File: src/swmg_consts.svh
`ifndef SWMG_CONSTS_SVH
`define SWMG_CONSTS_SVH

// bus geometry
`define SWMG_ADDR_W 12
`define SWMG_PIN_COUNT 16

// register byte offsets
`define SWMG_OFF_SCRATCH 12'h0334
`define SWMG_OFF_FUNC 12'h0338
`define SWMG_OFF_DIR 12'h033C
`define SWMG_OFF_DATA 12'h0340
`define SWMG_OFF_STATUS 12'h0344
`define SWMG_OFF_IRQ_STATUS 12'h0380
`define SWMG_OFF_IRQ_ENABLE 12'h0384
`define SWMG_OFF_IRQ_CLEAR 12'h0388

// reset values
`define SWMG_RST_WORD 32'h0000_0000
`define SWMG_RST_PINS 16'h0000
`define SWMG_RST_ADDR7 7'h00

// implemented bits of the pin registers
`define SWMG_PIN_MASK 32'h0000_FFFF

// status register field positions
`define SWMG_SLV_ADDR_LSB 1
`define SWMG_SLV_ADDR_MSB 7
`define SWMG_MST_ADDR_LSB 9
`define SWMG_MST_ADDR_MSB 15
`define SWMG_BIT_LOAD_DONE 24
`define SWMG_BIT_NACK 25
`define SWMG_BIT_LOST_ARB 26
`define SWMG_BIT_MISPLACED 27
`define SWMG_BIT_CHECKSUM 28
`define SWMG_BIT_UNMAPPED 29

// write-one-to-clear bits of the status word, and all event bits
`define SWMG_W1C_MASK 32'h3E00_0000
`define SWMG_EVT_MASK 32'h3F00_0000

// consecutive arbitration losses before the transaction is given up
`define SWMG_LOSS_LIMIT 16

// cycles from reset release to strap capture (after the two-stage sync)
`define SWMG_STRAP_CAPTURE 2'h2

`endif

File: src/swmg_pkg.sv
`default_nettype none
`include "swmg_consts.svh"

package swmg_pkg;

    typedef logic [`SWMG_PIN_COUNT-1:0] swmg_pins_t;

    // drive of a pin group: level plus active-low output enable
    typedef struct packed {
        swmg_pins_t level;
        swmg_pins_t oe_n;
    } swmg_pin_drive_t;

    // one-cycle event pulses from the management bus master and loader
    typedef struct packed {
        logic load_done;
        logic nack;
        logic arb_lost;
        logic arb_won;
        logic misplaced;
        logic checksum_bad;
        logic unmapped_target;
    } swmg_evt_t;

    // hardware-initialised bus addresses, as strap pins
    typedef struct packed {
        logic [6:0] slave_addr;
        logic [6:0] master_addr;
    } swmg_strap_t;

endpackage

`default_nettype wire

File: src/swmg_regs.sv
// The implementer's own choice: register access over APB.
`default_nettype none
`include "swmg_consts.svh"

module swmg_regs #(
    parameter int LOSS_LIMIT = `SWMG_LOSS_LIMIT
) (
    // clock and reset
    input wire logic pclk,
    input wire logic presetn,

    // apb slave
    input wire logic psel,
    input wire logic penable,
    input wire logic pwrite,
    input wire logic [`SWMG_ADDR_W-1:0] paddr,
    input wire logic [31:0] pwdata,
    input wire logic [3:0] pstrb,
    output logic pready,
    output logic [31:0] prdata,
    output logic pslverr,

    // general purpose pins
    input wire swmg_pkg::swmg_pins_t pin_in,
    output swmg_pkg::swmg_pin_drive_t pin_drive,

    // alternate function logic, same clock
    input wire swmg_pkg::swmg_pin_drive_t alt_drive,
    output swmg_pkg::swmg_pins_t alt_pin_level,

    // initialisation straps, from pins
    input wire swmg_pkg::swmg_strap_t strap_in,

    // management bus master and serial loader events
    input wire swmg_pkg::swmg_evt_t evt,
    output logic arb_abort,

    // interrupt
    output logic irq
);
    import swmg_pkg::*;

    localparam int LOSS_W = $clog2(LOSS_LIMIT + 1);

    // byte strobes to a bit mask
    function automatic logic [31:0] strb_mask(input logic [3:0] s);
        logic [31:0] m;
        m = `SWMG_RST_WORD;
        for (int i = 0; i < 4; i++) begin
            m[i*8 +: 8] = {8{s[i]}};
        end
        return m;
    endfunction

    // masked merge of written data into a register
    function automatic logic [31:0] merge(input logic [31:0] cur, input logic [31:0] wd,
                                          input logic [31:0] m);
        return (cur & ~m) | (wd & m);
    endfunction

    // sticky flag update: a set in the clearing cycle wins
    function automatic logic [31:0] sticky_next(input logic [31:0] cur,
                                                input logic [31:0] set,
                                                input logic [31:0] clr);
        return (cur & ~clr) | set;
    endfunction

    // two-stage synchronisers for everything that comes from pins
    swmg_pins_t pin_meta;
    swmg_pins_t pin_sync;
    swmg_strap_t strap_meta;
    swmg_strap_t strap_sync;

    // register state
    logic [31:0] scratch;
    logic [31:0] func_sel;
    logic [31:0] dir_cfg;
    swmg_pins_t out_latch;
    logic [6:0] slave_addr;
    logic [6:0] master_addr;
    logic [1:0] strap_cnt;
    logic [31:0] sts_flags;
    logic [31:0] irq_sts;
    logic [31:0] irq_en;
    logic [LOSS_W-1:0] loss_cnt;
    logic err_q;

    // bus phase decode
    wire setup_ph = psel & ~penable;
    wire access_ph = psel & penable;
    wire wr_acc = access_ph & pwrite;
    wire [31:0] wmask = strb_mask(pstrb);

    // address decode; misaligned addresses fall through to the error answer
    wire hit_scratch = (paddr == `SWMG_OFF_SCRATCH);
    wire hit_func = (paddr == `SWMG_OFF_FUNC);
    wire hit_dir = (paddr == `SWMG_OFF_DIR);
    wire hit_data = (paddr == `SWMG_OFF_DATA);
    wire hit_status = (paddr == `SWMG_OFF_STATUS);
    wire hit_irq_sts = (paddr == `SWMG_OFF_IRQ_STATUS);
    wire hit_irq_en = (paddr == `SWMG_OFF_IRQ_ENABLE);
    wire hit_irq_clr = (paddr == `SWMG_OFF_IRQ_CLEAR);
    wire hit_any = hit_scratch | hit_func | hit_dir | hit_data | hit_status |
                   hit_irq_sts | hit_irq_en | hit_irq_clr;

    // pin mode decode
    wire [31:0] pin_wmask = wmask & `SWMG_PIN_MASK;
    wire [`SWMG_PIN_COUNT-1:0] alt_mode = func_sel[`SWMG_PIN_COUNT-1:0];
    wire [`SWMG_PIN_COUNT-1:0] gp_out_mode = ~alt_mode & dir_cfg[`SWMG_PIN_COUNT-1:0];
    wire [`SWMG_PIN_COUNT-1:0] data_wmask = pin_wmask[`SWMG_PIN_COUNT-1:0] & gp_out_mode;

    // status word as software sees it
    wire [31:0] status_word = sts_flags |
        {16'h0000, master_addr, 1'b0, slave_addr, 1'b0};

    // read mux; the clear register reads as zero
    wire [31:0] rd_data =
        hit_scratch ? scratch :
        hit_func ? func_sel :
        hit_dir ? dir_cfg :
        hit_data ? {16'h0000, pin_sync} :
        hit_status ? status_word :
        hit_irq_sts ? irq_sts :
        hit_irq_en ? irq_en :
        `SWMG_RST_WORD;

    // arbitration loss counting
    wire loss_limit_hit = evt.arb_lost & (loss_cnt == LOSS_W'(LOSS_LIMIT - 1));

    // event vector in the status layout
    wire [31:0] evt_set =
        ({31'h0000_0000, evt.load_done | evt.checksum_bad} << `SWMG_BIT_LOAD_DONE) |
        ({31'h0000_0000, evt.nack} << `SWMG_BIT_NACK) |
        ({31'h0000_0000, loss_limit_hit} << `SWMG_BIT_LOST_ARB) |
        ({31'h0000_0000, evt.misplaced} << `SWMG_BIT_MISPLACED) |
        ({31'h0000_0000, evt.checksum_bad} << `SWMG_BIT_CHECKSUM) |
        ({31'h0000_0000, evt.unmapped_target} << `SWMG_BIT_UNMAPPED);

    // write-one-to-clear vectors
    wire [31:0] sts_clr = (wr_acc & hit_status) ? (pwdata & wmask & `SWMG_W1C_MASK) :
                          `SWMG_RST_WORD;
    wire [31:0] irq_clr = (wr_acc & hit_irq_clr) ? (pwdata & wmask & `SWMG_EVT_MASK) :
                          `SWMG_RST_WORD;

    // apb answers: one access cycle, data registered in the setup cycle
    assign pready = access_ph;
    assign pslverr = access_ph & err_q;

    // pin drive; alternate mode hands the pin over completely
    assign pin_drive.level = (alt_mode & alt_drive.level) | (~alt_mode & out_latch);
    assign pin_drive.oe_n = (alt_mode & alt_drive.oe_n) |
                            (~alt_mode & ~dir_cfg[`SWMG_PIN_COUNT-1:0]);
    assign alt_pin_level = pin_sync;

    // the interrupt follows enabled sticky bits, no extra latency
    assign irq = |(irq_sts & irq_en);

    // pin synchroniser; only the second stage is read
    always_ff @(posedge pclk or negedge presetn) begin
        if (!presetn) begin
            pin_meta <= `SWMG_RST_PINS;
            pin_sync <= `SWMG_RST_PINS;
        end else begin
            pin_meta <= pin_in;
            pin_sync <= pin_meta;
        end
    end

    // strap synchroniser
    always_ff @(posedge pclk or negedge presetn) begin
        if (!presetn) begin
            strap_meta <= '0;
            strap_sync <= '0;
        end else begin
            strap_meta <= strap_in;
            strap_sync <= strap_meta;
        end
    end

    // straps are taken once, after the synchroniser has filled since release
    always_ff @(posedge pclk or negedge presetn) begin
        if (!presetn) begin
            strap_cnt <= 2'h0;
        end else if (strap_cnt != 2'h3) begin
            strap_cnt <= strap_cnt + 2'h1;
        end
    end

    // hardware-initialised addresses, read-only afterwards
    always_ff @(posedge pclk or negedge presetn) begin
        if (!presetn) begin
            slave_addr <= `SWMG_RST_ADDR7;
            master_addr <= `SWMG_RST_ADDR7;
        end else if (strap_cnt == `SWMG_STRAP_CAPTURE) begin
            slave_addr <= strap_sync.slave_addr;
            master_addr <= strap_sync.master_addr;
        end
    end

    // read data and error are prepared in the setup cycle
    always_ff @(posedge pclk or negedge presetn) begin
        if (!presetn) begin
            prdata <= `SWMG_RST_WORD;
            err_q <= 1'b0;
        end else if (setup_ph) begin
            prdata <= pwrite ? `SWMG_RST_WORD : rd_data;
            err_q <= ~hit_any;
        end
    end

    // scratch word, no side effects anywhere
    always_ff @(posedge pclk or negedge presetn) begin
        if (!presetn) begin
            scratch <= `SWMG_RST_WORD;
        end else if (wr_acc & hit_scratch) begin
            scratch <= merge(scratch, pwdata, wmask);
        end
    end

    // function select and direction; upper bits stay zero
    always_ff @(posedge pclk or negedge presetn) begin
        if (!presetn) begin
            func_sel <= `SWMG_RST_WORD;
            dir_cfg <= `SWMG_RST_WORD;
        end else begin
            if (wr_acc & hit_func) begin
                func_sel <= merge(func_sel, pwdata, pin_wmask);
            end
            if (wr_acc & hit_dir) begin
                dir_cfg <= merge(dir_cfg, pwdata, pin_wmask);
            end
        end
    end

    // output latch: pins not in plain output mode ignore the write
    always_ff @(posedge pclk or negedge presetn) begin
        if (!presetn) begin
            out_latch <= `SWMG_RST_PINS;
        end else if (wr_acc & hit_data) begin
            out_latch <= (out_latch & ~data_wmask) | (pwdata[15:0] & data_wmask);
        end
    end

    // consecutive losses; a win or the abort starts the count again
    always_ff @(posedge pclk or negedge presetn) begin
        if (!presetn) begin
            loss_cnt <= '0;
            arb_abort <= 1'b0;
        end else begin
            arb_abort <= loss_limit_hit;
            if (evt.arb_won || loss_limit_hit) begin
                loss_cnt <= '0;
            end else if (evt.arb_lost) begin
                loss_cnt <= loss_cnt + LOSS_W'(1);
            end
        end
    end

    // status flags; done bit is read-only so its clear term is masked off
    always_ff @(posedge pclk or negedge presetn) begin
        if (!presetn) begin
            sts_flags <= `SWMG_RST_WORD;
        end else begin
            sts_flags <= sticky_next(sts_flags, evt_set, sts_clr);
        end
    end

    // interrupt status and enable share the event layout
    always_ff @(posedge pclk or negedge presetn) begin
        if (!presetn) begin
            irq_sts <= `SWMG_RST_WORD;
            irq_en <= `SWMG_RST_WORD;
        end else begin
            irq_sts <= sticky_next(irq_sts, evt_set, irq_clr);
            if (wr_acc & hit_irq_en) begin
                irq_en <= merge(irq_en, pwdata, wmask & `SWMG_EVT_MASK);
            end
        end
    end

endmodule

`default_nettype wire

File: config.mk
export PLATFORM = sky130hd
export DESIGN_NAME = swmg_regs
export DESIGN_NICKNAME = d
export VERILOG_FILES = /design/src/swmg_pkg.sv /design/src/swmg_regs.sv
export VERILOG_INCLUDE_DIRS = /design/src
export SDC_FILE = /design/constraint.sdc
export NUM_CORES = 1
export LEC_CHECK = 0
export ABC_AREA = 1
export BUFFER_PORTS_ARGS = -buffer_cell sky130_fd_sc_hd__buf_4
export CAP_MARGIN = 40
export CORE_ASPECT_RATIO = 1.25
export CORE_MARGIN = 2
export CORE_UTILIZATION = 54
export CTS_CLUSTER_DIAMETER = 50
export CTS_CLUSTER_SIZE = 16
export DETAILED_ROUTE_END_ITERATION = 12
export PLACE_DENSITY_LB_ADDON = 0.2
export SLEW_MARGIN = 10
export SYNTH_ARGS = -nofsm -noshare
export SYNTH_HDL_FRONTEND = slang
export SYNTH_SLANG_ARGS = --single-unit
File: constraint.sdc
create_clock -name pclk -period 1.85 [get_ports pclk]
set_clock_uncertainty 0.1 [all_clocks]
set_input_delay 0.0925 -clock pclk [delete_from_list [all_inputs] [get_ports pclk]]
set_output_delay 0.0925 -clock pclk [all_outputs]
set_load 0.03 [all_outputs]
======== Word-level counts from Yosys, hierarchy flattened ========
Cells that the tools add are included.
Widths: inputs -> output; s select.
storage, ports and cells
  register bits ........................... 323
  output and inout port bits .............. 84
  input bits .............................. 122
  word-level logic and storage cells ...... 111
operators by class
  mux-type cells .......................... 12
  bitwise gates (word level) .............. 63
  reduce and logical (&&, ||, !) cells .... 3
  $add $sub $neg .......................... 2
  equal/unequal tests ..................... 11
operators with widths
  cell                  count
  $and 32x32->32        8
  $mux 32               8
  $and 16x16->16        8
  $or 32x32->32         4
  $eq 12x10->1 const B  8
  $not 30->32           3
  $or 32x30->32         2
  $mux 30               2
  $not 16->16           3
  $or 16x16->16         3
  $and 32x16->32        1
  $and 32x30->32        1
  $not 16->32           1
  $not 32->32           1
  $or 32x16->32         1
  $reduce_or 32->1      1
  $or 29x30->30         1
  $or 28x29->29         1
  $or 27x28->28         1
  $or 26x27->27         1
  $or 25x26->26         1
  $and 1x1->1           12
  $mux 5                2
  $or 1x1->1            8
  other kinds (8)       9

======== Depth between registers and ports, before layout ========
Gate-level depths: netlist of the first run.
  depth in word-level cells ............... 9
  depth in mapped cells ................... 12
  depth with buffers taken out ............ 11

======== Worst setup path after synthesis of the first run ========
OpenSTA, ideal clock, no wires.
  path kind ............................... flip-flop to flip-flop
  from .................................... reg loss_cnt[0]
  to ...................................... reg loss_cnt[3]
  library setup time ...................... 86 ps
  clock period less this slack ............ 1622 ps
  required time ........................... 1664 ps
  arrival time ............................ 1436 ps
  setup slack ............................. 228 ps
  cell stages (with the launch flop) ...... 9
  cells stage by stage .................... dfrtp_1 > ha_1 > inv_1 > nor3_1 > ha_1 > nand2_1 > inv_1 > or2_2 > nor3_1
on the way
  longest elaborated chain between the ends .. 4
RTL lines
  element                                             RTL line          text
  start, declared                                     swmg_regs.sv:85   logic [LOSS_W-1:0] loss_cnt;
  start signal, assigned                              swmg_regs.sv:254  loss_cnt <= loss_cnt + LOSS_W'(1);
  $eq 5x4->1 *                                        swmg_regs.sv:128  wire loss_limit_hit = evt.arb_lost & (loss_cnt == LOSS_W'(LOSS_LIMIT - 1));
  $and 1x1->1 *                                       swmg_regs.sv:128
  net loss_limit_hit                                  swmg_regs.sv:128
  $logic_or 1x1->1 *                                  swmg_regs.sv:251  if (evt.arb_won || loss_limit_hit) begin
  $mux 5 / $reduce_bool 2->1 (equally long branches)  --
Mark *: on every way through the listed nets, which the timed path passes. The rest lies on a longest branch. The select of a mux whose other input is x is not followed.
A chain may end at the register's enable or synchronous reset.

==> results list, run 1 <==
- Outcome: completed
* Boundary Pins: between 200 and 250
* Relative contribution of sequential cells to total power: 0.529
* Slowest cell on crit path: dfrtp_1
- TritonCTS created 18 clock buffers.
- The share of synthesized area in the top cell type comes to 0.5854.
- For this configuration, the core starts out at a cell density of 0.5470.
- TritonCTS clock tree: done
- Number of different library cells in the post-synthesis netlist: 37
* Vias per inst: roughly 5.2
* Via count of the first global-routing pass: ~8,000
* Layout net count: around 1,400
- The detailed router placed 8,068 vias in this run.
- Async S/R FF share, synth: 1.000
- In this run the power density over the cells is between 700 and 800 nW/um^2.
- Crit Path Category: reg2out
- Dominant register cell in the synthesized netlist: dfrtp_1
- Measured against its own limit, the worst slew margin works out to 0.6609.
* Routability congestion estimate from global placement: between 0.8 and 0.9
- Combinational Power Share: 0.084
- Worst path cell trace: a22o_1 -> a221oi_2 -> nand3_1 -> buf_6
- The share of the Yosys chip area taken by registers is 0.5854.
- Net switching fraction of the power: 0.2283
* Clk buf depth: 3
- Required time of the critical path: between 1.5 and 2 ns
- Final min period: 1.796 ns
- Global-route wire length before repair: 39,900 microns
- Antenna Nets Post-Route: 0
* Final setup margin: ~0.054 ns
- Top post-synthesis cells by count: 270 x nand2_1, 213 x dfrtp_1, 85 x inv_1
- In the finished design, the share of the clock period the worst path needs comes to 0.9706.
* Largest delay share family, worst path: compound AO/OA/AOI/OAI gates
- Buf+Inv Stages, Crit Path: 1
- For the pin with the worst max-slew slack, the measured transition is about 0.5 ns.
- The tool flagged a number of max-cap violations equal to 0.
- CP startpoint kind: flip-flop
* Fraction of final layout cells sized beyond drive strength 1: 0.2481
- Worst skew pair latency: roughly 0.49 ns
- Overflow after GRT: 0
* Proportion of power drawn by the clock network: 0.387
* Total wirelength of the detailed-routed design: 25,030 microns
- During placement, the flow inserted port buffers numbering around 200.
- After clock tree synthesis, the clock-pin slew on the worst setup and hold paths is 0.07 ns.
- The initial antenna violation count is 0.
* Worst slack after detailed placement: 0.08485 ns
- Average cell area after synthesis: 9.105 sq um
* Die Height: approximately 150 microns
- The analysis attributes to net switching a power of 2.067 mW.
- The worst setup path is captured at an output port.
* TritonCTS sink count: between 200 and 250
- First-pass iteration count of the detailed router: 7
- Max Clock Freq: roughly 560 MHz
- Initial DRC Count: roughly 540
- Unrepaired setup endpoints after global routing: true
- Synth-to-Final Area Change: 37.34%
* # setup viols final: 0
* Number of instances in the synthesized netlist: around 1,000
* Die Footprint: between 15,000 and 20,000 sq um
- CTS built an H-tree with a depth of 1.
- The internal power of the cells totals between 6 and 7 mW.
- Final number of hold-violating endpoints: 0
* Flops & latches, synth: 213
- The min-delay analysis places its worst path in the category in2async.
- Along the worst path, the maximum fanout reaches 3.
* Largest vdd supply drop: slightly above 800 uV
* DRC violation count after routing: 0
- Total half-perimeter wirelength after legalization and detailed placement: between 15,000 and 20,000 microns
- Pleak: just over 6 nW
- Max-slew violation count: 0
- For the worst setup path, the data arrival time is between 1.5 and 2 ns.
- Once layout is complete, the utilization of the core stands at 0.7513.
* Average routed wire per standard cell: approximately 16 microns
- Number of inserted diodes: 0
- The cell area that synthesis handed to floorplanning was slightly above 9000 sq um.
* Warning count from the yosys run: 0
- Number of flops mapped to enable cells by yosys: 0
* Clock root buffer master: clkbuf_16
- Number of core rows: 53
- Total GRT Usage: 0.2826
* Largest area contributor in the synthesized netlist: dfrtp_1
- Slowest Stage Delay on Critical Path: between 0.4 and 0.5 ns
* Most numerous cell in the Yosys netlist: nand2_1
- Area contributors post-synth: dfrtp_1 59%, nand2_1 11%, o21ai_1 4.2%
- Core area: 16,640 sq um
* Die width: 120.1 microns
- Entering global routing, the biggest net connects approximately 60 pins.
- Post-Synthesis Net Count: approximately 1,100
placed cells by master (no fill, tap or decap), drive strengths merged, types with 2 or more instances in the layout:
cell type / count
dfrtp: 213
nor2: 87
nand3: 92
clkinv: 4
nand4: 15
a21oi: 10
buf: 230
ha: 4
dlygate4sd3: 96
or2: 2
nand2: 275
o21ai: 135
o211ai: 2
inv: 95
o21bai: 7
nor3: 9
mux2: 14
clkbuf: 21
metrics by stage:
step / power, mW / instance area [sq um] / hold slack, ns / TNS, ns / instances
after floorplan: 5.059 / 9105 / -0.3031 / 0 / 1000
after global placement: 5.476 / 10990 / -0.03202 / 0 / 1416
after detailed placement: 5.484 / 10990 / -0.03452 / 0 / 1416
after CTS: 9.082 / 12460 / 0.001038 / 0 / 1536
after global routing: 9.367 / 12500 / 0.05498 / -0.02153 / 1538
final: 9.052 / 12500 / 0.02844 / 0 / 1538
worst paths after layout:
kind,depth (start not counted),slack [ns],start,end
worst max-delay path,4,0.05,flip-flop,irq
min in group pclk,5,0.05,pwrite,prdata[26]
worst max register to register,8,0.18,loss_cnt[1],loss_cnt[3]
worst min-delay path,2,0.03,presetn,loss_cnt[3]
max in group asynchronous,3,1.00,presetn,strap_meta[2]
worst min register to register,0,0.25,strap_meta[2],strap_sync[2]
area by class of cell:
cell class                      count  area, sq um
Fill cell                        1222         4140
Clock inverter                      4        35.03
Sequential cell                   213         5330
Multi-Input combinational cell    659         3258
Tap cell                          220        275.3
Clock buffer                       21        483.0
Inverter                           95        361.6
Timing Repair Buffer              326         2761
layer usage:
| metal | share of wire | global-route usage | up-vias |
|---|---|---|---|
| met4 | 0.029 | 0.08882 | 0 |
| met2 | 0.51 | 0.5009 | 291 |
| li1 | - | - | 3859 |
| met5 | 0 | 0 | - |
| met1 | 0.39 | 0.3587 | 3874 |
| met3 | 0.062 | 0.04014 | 44 |
power by group through the flow:
stage / combinational (mW) / sequential, mW / clock [mW]
5_1_grt: 0.827 / 4.79 / 3.75
2_1_floorplan: 0.162 / 4.90 / 0
3_3_place_gp: 0.606 / 4.87 / 0
3_5_place_dp: 0.611 / 4.87 / 0
4_1_cts: 0.752 / 4.78 / 3.55
6_report: 0.761 / 4.79 / 3.51
repair_timing:
item                                   4_1_cts  5_1_grt
resized for setup                            1        6
pin swaps                                    0        3
buffers inserted                             0        1
endpoints found under the hold margin      353        2
setup endpoints to repair                    1       13
hold buffers                                95        1
logic make-up (layout without fill, tap and decap cells):
kind of cell / count (synthesis) / after routing / synth area share
AND/OR/NAND/NOR: 482 / 482 / 0.2384
XOR/XNOR: 1 / 1 / 0.0009621
flip-flops: 213 / 213 / 0.5854
adder cells (fa/ha/maj): 4 / 4 / 0.005497
AO/OA/AOI/OAI: 158 / 158 / 0.09303
buffers and inverters: 128 / 446 / 0.05937
multiplexers: 14 / 14 / 0.01731
No activity file was read; power rests on OpenSTA's default activity.
==> inputs of run 2 (changes only) <==
Settings changed: SLEW_MARGIN 10 to 20.
Clock period 1.85 ns to 1.83 ns, I/O delays scaled along.
==> run 2 against run 1 <==
First-iteration DRC count up 7.0%. Sequential power up 1%. Hold slack worse by 0.029 ns. Combinational power about the same. Cell count up 0.46%. Utilization up 0.48 points. Largest power group unchanged. Die area unchanged. Sequential cell count unchanged. Count of clock-buffer cells in the layout up 2. Critical path depth unchanged. The flow now finishes with violations (hold timing, setup timing). Via count up 0.15%. Worst setup slack worse by 0.10 ns.
==> results list, run 2 (synthesized netlist as in run 1, its figures left out) <==
- Worst hold-check slack: -0.0007211 ns (was 0.02844 ns)
- Layout net count: 1,444 (was 1,439)
* TritonCTS clock tree: done (unchanged)
- The total routing usage reported by global routing was 0.2800 (was 0.2826).
- The number of sinks driven by the clock tree is 213 (unchanged).
- The die span in y was 149.2 microns (unchanged).
- Vias per inst: 5.230 (was 5.246)
- The number of global-route vias before repair is 8,054 (was 8,048).
* Initial antenna violation count: 0 (unchanged)
- The H-tree level count was 1 (unchanged).
- Die width: 120.1 microns (unchanged)
* Commonest cells after routing, fill and taps aside: 270 x nand2_1, 227 x buf_4, 213 x dfrtp_1, 97 x dlygate4sd3_1, 85 x inv_1 (was 269 x nand2_1, 223 x buf_4, 213 x dfrtp_1, 96 x dlygate4sd3_1, 85 x inv_1)
- Synth-to-Final Area Change: 38.22% (was 37.34%)
- Worst path cell trace: a22o_1 -> a221oi_2 -> nand3_1 -> buf_6 (unchanged)
* R2R setup slack: 0.19 ns (was 0.18 ns)
* Worst slew margin relative to its limit: 0.7042 (was 0.6609)
- Outcome: complete, but fails checks (was completed).
* Largest vdd supply drop: 869.6 uV (was 829.0 uV)
* Violations in the final reports: hold timing, setup timing
- The core area is 16,640 sq um (unchanged).
- DR vias: 8,080 (was 8,068)
- The count of final setup violators was 1 (was 0).
- Slowest Stage Delay on Critical Path: 0.43 ns (was 0.41 ns)
- The share of the core filled with cells was 0.7561 (was 0.7513).
* Largest net degree at the start of global routing: 49 (was 61)
* Unrepaired setup endpoints after global routing: true (unchanged)
- Average routed wire per standard cell: 15.96 microns (was 16.27 microns)
- The number of placed cells counting well taps is 1,419 (was 1,416).
- The routed design could run at a clock period as short as 1.878 ns.
- The I/O pin count came to 206 (unchanged).
- The number of antenna diodes is 0 (unchanged).
- The leakage power summed over all cells is 6.205 nW (was 6.144 nW).
- The number of buffers on the longest clock path is 3 (unchanged).
* Placed Instance Area: 11,010 sq um (was 10,990 sq um)
- The number of buffers created by CTS was 18 (unchanged).
* CP startpoint kind: flip-flop (unchanged)
- The gate family responsible for the most delay along the worst path is compound AO/OA/AOI/OAI gates (unchanged).
* Number of core rows: 53 (unchanged)
- Tracing the worst setup path back leads to its startpoint at irq_sts[27].
- The depth of the worst register-to-register path is 8 (unchanged).
* Max Clock Freq: roughly 530 MHz
- Die Footprint: 17,920 sq um (unchanged)
- The post-detailed-placement half-perimeter wirelength was 17,080 microns (was 16,760 microns).
- Starting utilization of the core area: 0.5470 (unchanged)
- First-pass iteration count of the detailed router: 5 (was 7)
- Cell area after layout: 12,580 sq um (was 12,500 sq um)
- The final estimated routing congestion in global placement was 0.9595 (was 0.8995).
- Worst skew pair latency: 0.49 ns (about the same)
- Fraction of final layout cells sized beyond drive strength 1: 0.2506 (was 0.2481)
* IO Port Bufs: 205 (unchanged)
- Worst-path fanout max: 3 (unchanged)
- Total wirelength of the detailed-routed design: 24,660 microns (was 25,030 microns)
- Number of max-capacitance violations reported: 0 (unchanged)
- Final cycle utilization of the critical path: 1.026
- Max-slew violation count: 0 (unchanged)
* DRC violation count after routing: 0 (unchanged)
* Crit Path Category: reg2out (unchanged)
* Antenna Nets Post-Route: 0 (unchanged)
- The required arrival time at the worst endpoint was 1.64 ns (was 1.66 ns).
- The path category of the worst min-delay check is in2async (unchanged).
- The endpoint arrival time on the critical path came to 1.69 ns (was 1.60 ns).
- The power density over the cells was 744.1 nW/um^2 (was 723.9 nW/um^2).
- The most frequent standard cell in the layout excluding fill and tap cells is nand2_1 (unchanged).
- The initial DRC count is 581 (was 543).
- The endpoint of the lowest-slack register-to-register path was loss_cnt[3] (unchanged).
- Global-route wire length before repair: 39,870 microns (was 39,900 microns)
- The clock edge transition at the registers on the reported setup and hold paths came to 0.06 ns (was 0.07 ns).
* Cell Count, Final, Fillers Out: 1,545 (was 1,538)
- Final setup margin: -0.04799 ns (was 0.05440 ns)
- The aggregate negative setup slack was -0.04799 ns (was 0 ns).
- Clock root buffer master: clkbuf_16 (unchanged)
* Buf+Inv Stages, Crit Path: 1 (unchanged)
- Worst reg2reg startpoint: loss_cnt[0] (was loss_cnt[1])
* Overflow after GRT: 0 (unchanged)
* Slowest cell on crit path: dfrtp_1 (unchanged)
* Critical Path Sink Type: output port (unchanged)
- The final hold violation count was 1 (was 0).
- The slew at the pin closest to its max-slew limit is 0.4420 ns (was 0.5086 ns).
## run 2: cell count changes in the layout (fill, tap and decap cells not counted)
| cell | previous run | this run |
|---|---|---|
| buf_4 | 223 | 227 |
| clkbuf_8 | 0 | 2 |
| bufinv_16 | 0 | 1 |
| clkinv_2 | 2 | 1 |
| clkinv_8 | 1 | 0 |
| dlygate4sd3_1 | 96 | 97 |
| inv_2 | 7 | 8 |
| inv_4 | 2 | 1 |
| inv_6 | 1 | 2 |
| nand2_1 | 269 | 270 |
| nand2_2 | 5 | 4 |
## run 2: report_power, final
group | internal (mW) | total (mW) | switching (mW)
clock network | 2.11 | 3.76 | 1.65
logic | 0.379 | 0.763 | 0.384
registers | 4.80 | 4.84 | 0.0426
## run 2: how the worst max path moves through the flow
stage / depth (start not counted) / slack (ns) / end
2_1_floorplan: 8 / 0.21 / loss_cnt[3]
3_3_place_gp: 8 / 0.15 / loss_cnt[3]
3_5_place_dp: 8 / 0.06 / loss_cnt[3]
4_1_cts: 4 / -0.03 / irq
5_1_grt: 4 / -0.1 / irq
6_report: 4 / -0.05 / irq
## run 2: layout make-up
cell class / instances / area [sq um]
multi-input combinational: 659 / 3256
clock buffer: 23 / 510.5
clock inverter: 4 / 52.55
fill: 1188 / 4060
tap: 220 / 275.3
sequential: 213 / 5330
timing repair buffer: 331 / 2801
inverter: 95 / 359.1
## run 2: worst reg2reg max path, delay by kind of cell, from the launching register on
family                   cells  cell delay [ns]
buffers and inverters        2             0.13
adder cells (fa/ha/maj)      2             0.39
AND/OR/NAND/NOR              4             0.55
flip-flops                   1             0.40
## run 2: metal layers
| metal | track usage | share of wire | up-vias |
|---|---|---|---|
| met4 | 0.09353 | 0.030 | 0 |
| met2 | 0.4906 | 0.51 | 274 |
| met3 | 0.03784 | 0.057 | 60 |
| li1 | - | - | 3861 |
| met5 | 0 | 0 | - |
| met1 | 0.3592 | 0.40 | 3885 |
## run 2: timing repair
item,4_1_cts,5_1_grt
setup endpoints to repair,1,11
gates resized for setup,2,3
hold endpoints to repair,353,0
buffers inserted,1,1
pin swaps,2,2
hold buffers,97,0
## run 2: per-stage QoR
stage | setup WS [ns] | total power, mW | hold slack (ns)
6_report | -0.04799 | 9.364 | -0.0007211
4_1_cts | -0.02922 | 9.429 | 0.007571
2_1_floorplan | 0.2084 | 5.115 | -0.3041
3_3_place_gp | 0.1464 | 5.537 | -0.07500
3_5_place_dp | 0.06269 | 5.549 | -0.07598
5_1_grt | -0.09897 | 9.700 | 0.03001
==> inputs of run 3 (changes only) <==
Settings changed: CORE_MARGIN 2 to not set.
==> run 3 against run 2 <==
Non-clock buffer count did not move. Power fell by 0.75%. Combinational power rose by 2%. Largest cell class unchanged. Global-route usage rose by 2.1 points. Worst setup slack improved by 0.11 ns. Wire length rose by 3.3%. Die area fell by 3.0%. Cell count fell by 0.26%. Maximum frequency rose by 6.0%. Critical path type unchanged. The flow now finishes without violations.
==> results list, run 3 (synthesized netlist as in run 1, its figures left out) <==
- The I/O pin count came to 206 (unchanged).
- Count of cells along the worst register-to-register path: 8 (unchanged)
* DRC violation count after routing: 0 (unchanged)
- Combinational Power Share: 0.084 (was 0.081)
* Final number of hold-violating endpoints: 0 (was 1)
- Proportion of power drawn by the clock network: 0.395 (was 0.402)
- IO Port Bufs: 205 (unchanged)
- DR vias: 8,160 (was 8,080)
- Synth-to-Final Area Change: 38.04% (was 38.22%)
- The met3 wire length is 1321 microns (was 1405 microns).
- The worst hold path terminates at prdata[15].
- The power dissipated by switching net loads came to 2.183 mW (was 2.078 mW).
- The die span in y came to 147.2 microns (was 149.2 microns).
* Footprint of the flip-flops and latches: 5330 sq um (unchanged)
* Combined area of the multi-input logic cells: 3264 sq um (was 3256 sq um)
- Critical Path Sink Type: output port (unchanged)
- The power density over the cells came to 739.4 nW/um^2 (was 744.1 nW/um^2).
- Via count of the first global-routing pass: 8,318 (was 8,054)
- The clock latency reported for the late side of the worst-skew pair was 0.49 ns (about the same).
- The core area came to 16,330 sq um (was 16,640 sq um).
- Most common cell after layout, fill and taps aside: nand2_1 (unchanged)
- The H-tree level count came to 1 (unchanged).
- The part of the power in registers came to 0.521 (was 0.517).
* Die Footprint: 17,390 sq um (was 17,920 sq um)
- The number of buffers created by CTS was 19 (was 18).
* Slew at the pin closest to its max-slew limit: 0.5318 ns (was 0.4420 ns)
- Final core area utilization: 0.7696 (was 0.7561)
* Wire length on met2: 13,340 microns (was 12,530 microns)
- The endpoint arrival time on the critical path was 1.58 ns (was 1.69 ns).
- The mean number of vias per cell was 5.295 (was 5.230).
- Clock root buffer master: clkbuf_16 (unchanged)
- The switching power as a share of total power came to 0.2349 (was 0.2219).
- The met1 routed wirelength after detailed routing is 9917 microns (was 9969 microns).
- The startpoint kind of the worst setup timing path was a flip-flop (unchanged).
* Clock-pin transition on the worst setup and hold timing paths: 0.07 ns (was 0.06 ns)
- The final hold slack came to 0.03302 ns (was -0.0007211 ns).
- Unrepaired setup endpoints after global routing: true (unchanged).
- The final critical-path share of the clock period came to 0.9686 (was 1.026).
- Routability congestion estimate from global placement: 0.9071 (was 0.9595)
- The worst hold path was traced through 5 stages.
- Worst R2R End: loss_cnt[3] (unchanged)
- Largest net degree at the start of global routing: 70 (was 49)
- Max Clock Freq: 564.2 MHz (was 532.5 MHz)
- The total congestion overflow was 0 (unchanged).
- Clk buf depth: 3 (unchanged)
- The required arrival time at the worst endpoint is 1.64 ns (about the same).
- Total half-perimeter wirelength after legalization and detailed placement: 17,140 microns (was 17,080 microns)
- Hold wc startpoint: paddr[2]
* TritonCTS sink count: 213 (unchanged)
- The launch point of the worst reg-to-reg path is loss_cnt[1] (was loss_cnt[0]).
- Number of core rows: 52 (was 53)
* Global-route wire length before repair: 41,190 microns (was 39,870 microns)
* Layout net count: 1,445 (was 1,444)
* Max-slew violation count: 0 (unchanged)
* First-pass iteration count of the detailed router: 6 (was 5)
* Starting utilization of the core area: 0.5575 (was 0.5470)
- Antenna Nets Post-Route: 0 (unchanged)
- Largest vdd supply drop: 1018 uV (was 869.6 uV)
* Total GRT Usage: 0.3010 (was 0.2800)
* Placed Instance Area: 10,980 sq um (was 11,010 sq um)
* Pleak: 6.166 nW (was 6.205 nW)
* Initial DRC Count: 564 (was 581)
- Highest routed layer: met4 (unchanged)
- Initial antenna violation count: 0 (unchanged)
* Fraction of final layout cells sized beyond drive strength 1: 0.2506 (unchanged)
- TritonCTS clock tree: done (unchanged)
- Outcome: completed (was complete, but fails checks).
- Total wirelength of the detailed-routed design: 25,470 microns (was 24,660 microns)
* Internal power: 7.111 mW (was 7.286 mW)
* Final min period: 1.772 ns (was 1.878 ns)
- Worst hold-check path type: in2reg (was in2async)
- The detail-routed net length per standard cell came to 16.53 microns (was 15.96 microns).
- The timing startpoint of the critical path is irq_sts[27] (unchanged).
- The number of fill cells in the layout is 1,212 (was 1,188).
* Commonest cells after routing, fill and taps aside: 269 x nand2_1, 226 x buf_4, 213 x dfrtp_1, 98 x dlygate4sd3_1, 85 x inv_1 (was 270 x nand2_1, 227 x buf_4, 213 x dfrtp_1, 97 x dlygate4sd3_1, 85 x inv_1)
- Die width: 118.1 microns (was 120.1 microns)
- Cell area after layout: 12,570 sq um (was 12,580 sq um)
- The flop-to-flop setup slack was 0.11 ns (was 0.19 ns).
- The max-cap violation count was 0 (unchanged).
- The highest fanout seen on the critical path came to 2 (was 3).
- The count of final setup violators came to 0 (was 1).
- The number of antenna diodes came to 0 (unchanged).
- Worst slew margin relative to its limit: 0.6443 (was 0.7042)
- Crit Path Category: reg2out (unchanged)
## run 3: cell types whose count changed in the layout (fill, tap and decap cells not counted), sizes merged
cell | previous run | this run
buf | 234 | 233
bufinv | 1 | 0
clkbuf | 23 | 21
dlygate4sd3 | 97 | 98
inv | 96 | 99
## run 3: per-layer routing
layer / GRT usage / vias to the layer above
li1: - / 3869
met5: 0 / -
met1: 0.3649 / 3931
met2: 0.5415 / 302
met3: 0.03804 / 58
met4: 0.1237 / 0
## run 3: per-stage QoR
step                total power, mW  setup WS [ns]  cells  TNS [ns]
floorplan                     5.115         0.2084   1000         0
global placement              5.530         0.1138   1413         0
detailed placement            5.543        0.04487   1413         0
CTS                           9.322        0.02419   1539         0
global route                  9.594       -0.02403   1541  -0.02403
finish                        9.294        0.05751   1541         0
## run 3: cell type report
class                   instances  area share
clock buffers                  21     0.03843
flip-flops and latches        213      0.4241
inverters                      95     0.02857
multi-input cells             659      0.2597
well taps                     216     0.02150
repair buffers                331      0.2231
clock inverters                 6    0.004579
## run 3: worst max-delay path by stage
stage,to,cells after the start
2_1_floorplan,loss_cnt[3],8
3_5_place_dp,loss_cnt[3],8
6_report,irq,4
5_1_grt,irq,4
4_1_cts,irq,4
3_3_place_gp,loss_cnt[3],8
## run 3: worst max-delay path, stage by stage, from the launching register on
cell and delay (ns):
dfrtp_1 0.39, a22o_1 0.25, a221oi_2 0.17, nand3_1 0.12, buf_6 0.16
## run 3: power groups by stage
stage               sequential (mW)  clock, mW  combinational (mW)
finish                         4.84       3.68               0.779
global route                   4.85       3.91               0.841
CTS                            4.84       3.72               0.767
detailed placement             4.93          0               0.617
global placement               4.92          0               0.608
floorplan                      4.95          0               0.164
## run 3: repair_timing
| item | CTS | global route |
|---|---|---|
| endpoints found under the setup margin | 1 | 15 |
| hold buffers | 98 | 1 |
| pin swaps | 1 | 1 |
| resized for setup | 1 | 6 |
| gates cloned | 0 | 0 |
| endpoints found under the hold margin | 353 | 1 |
| setup buffers | 1 | 1 |
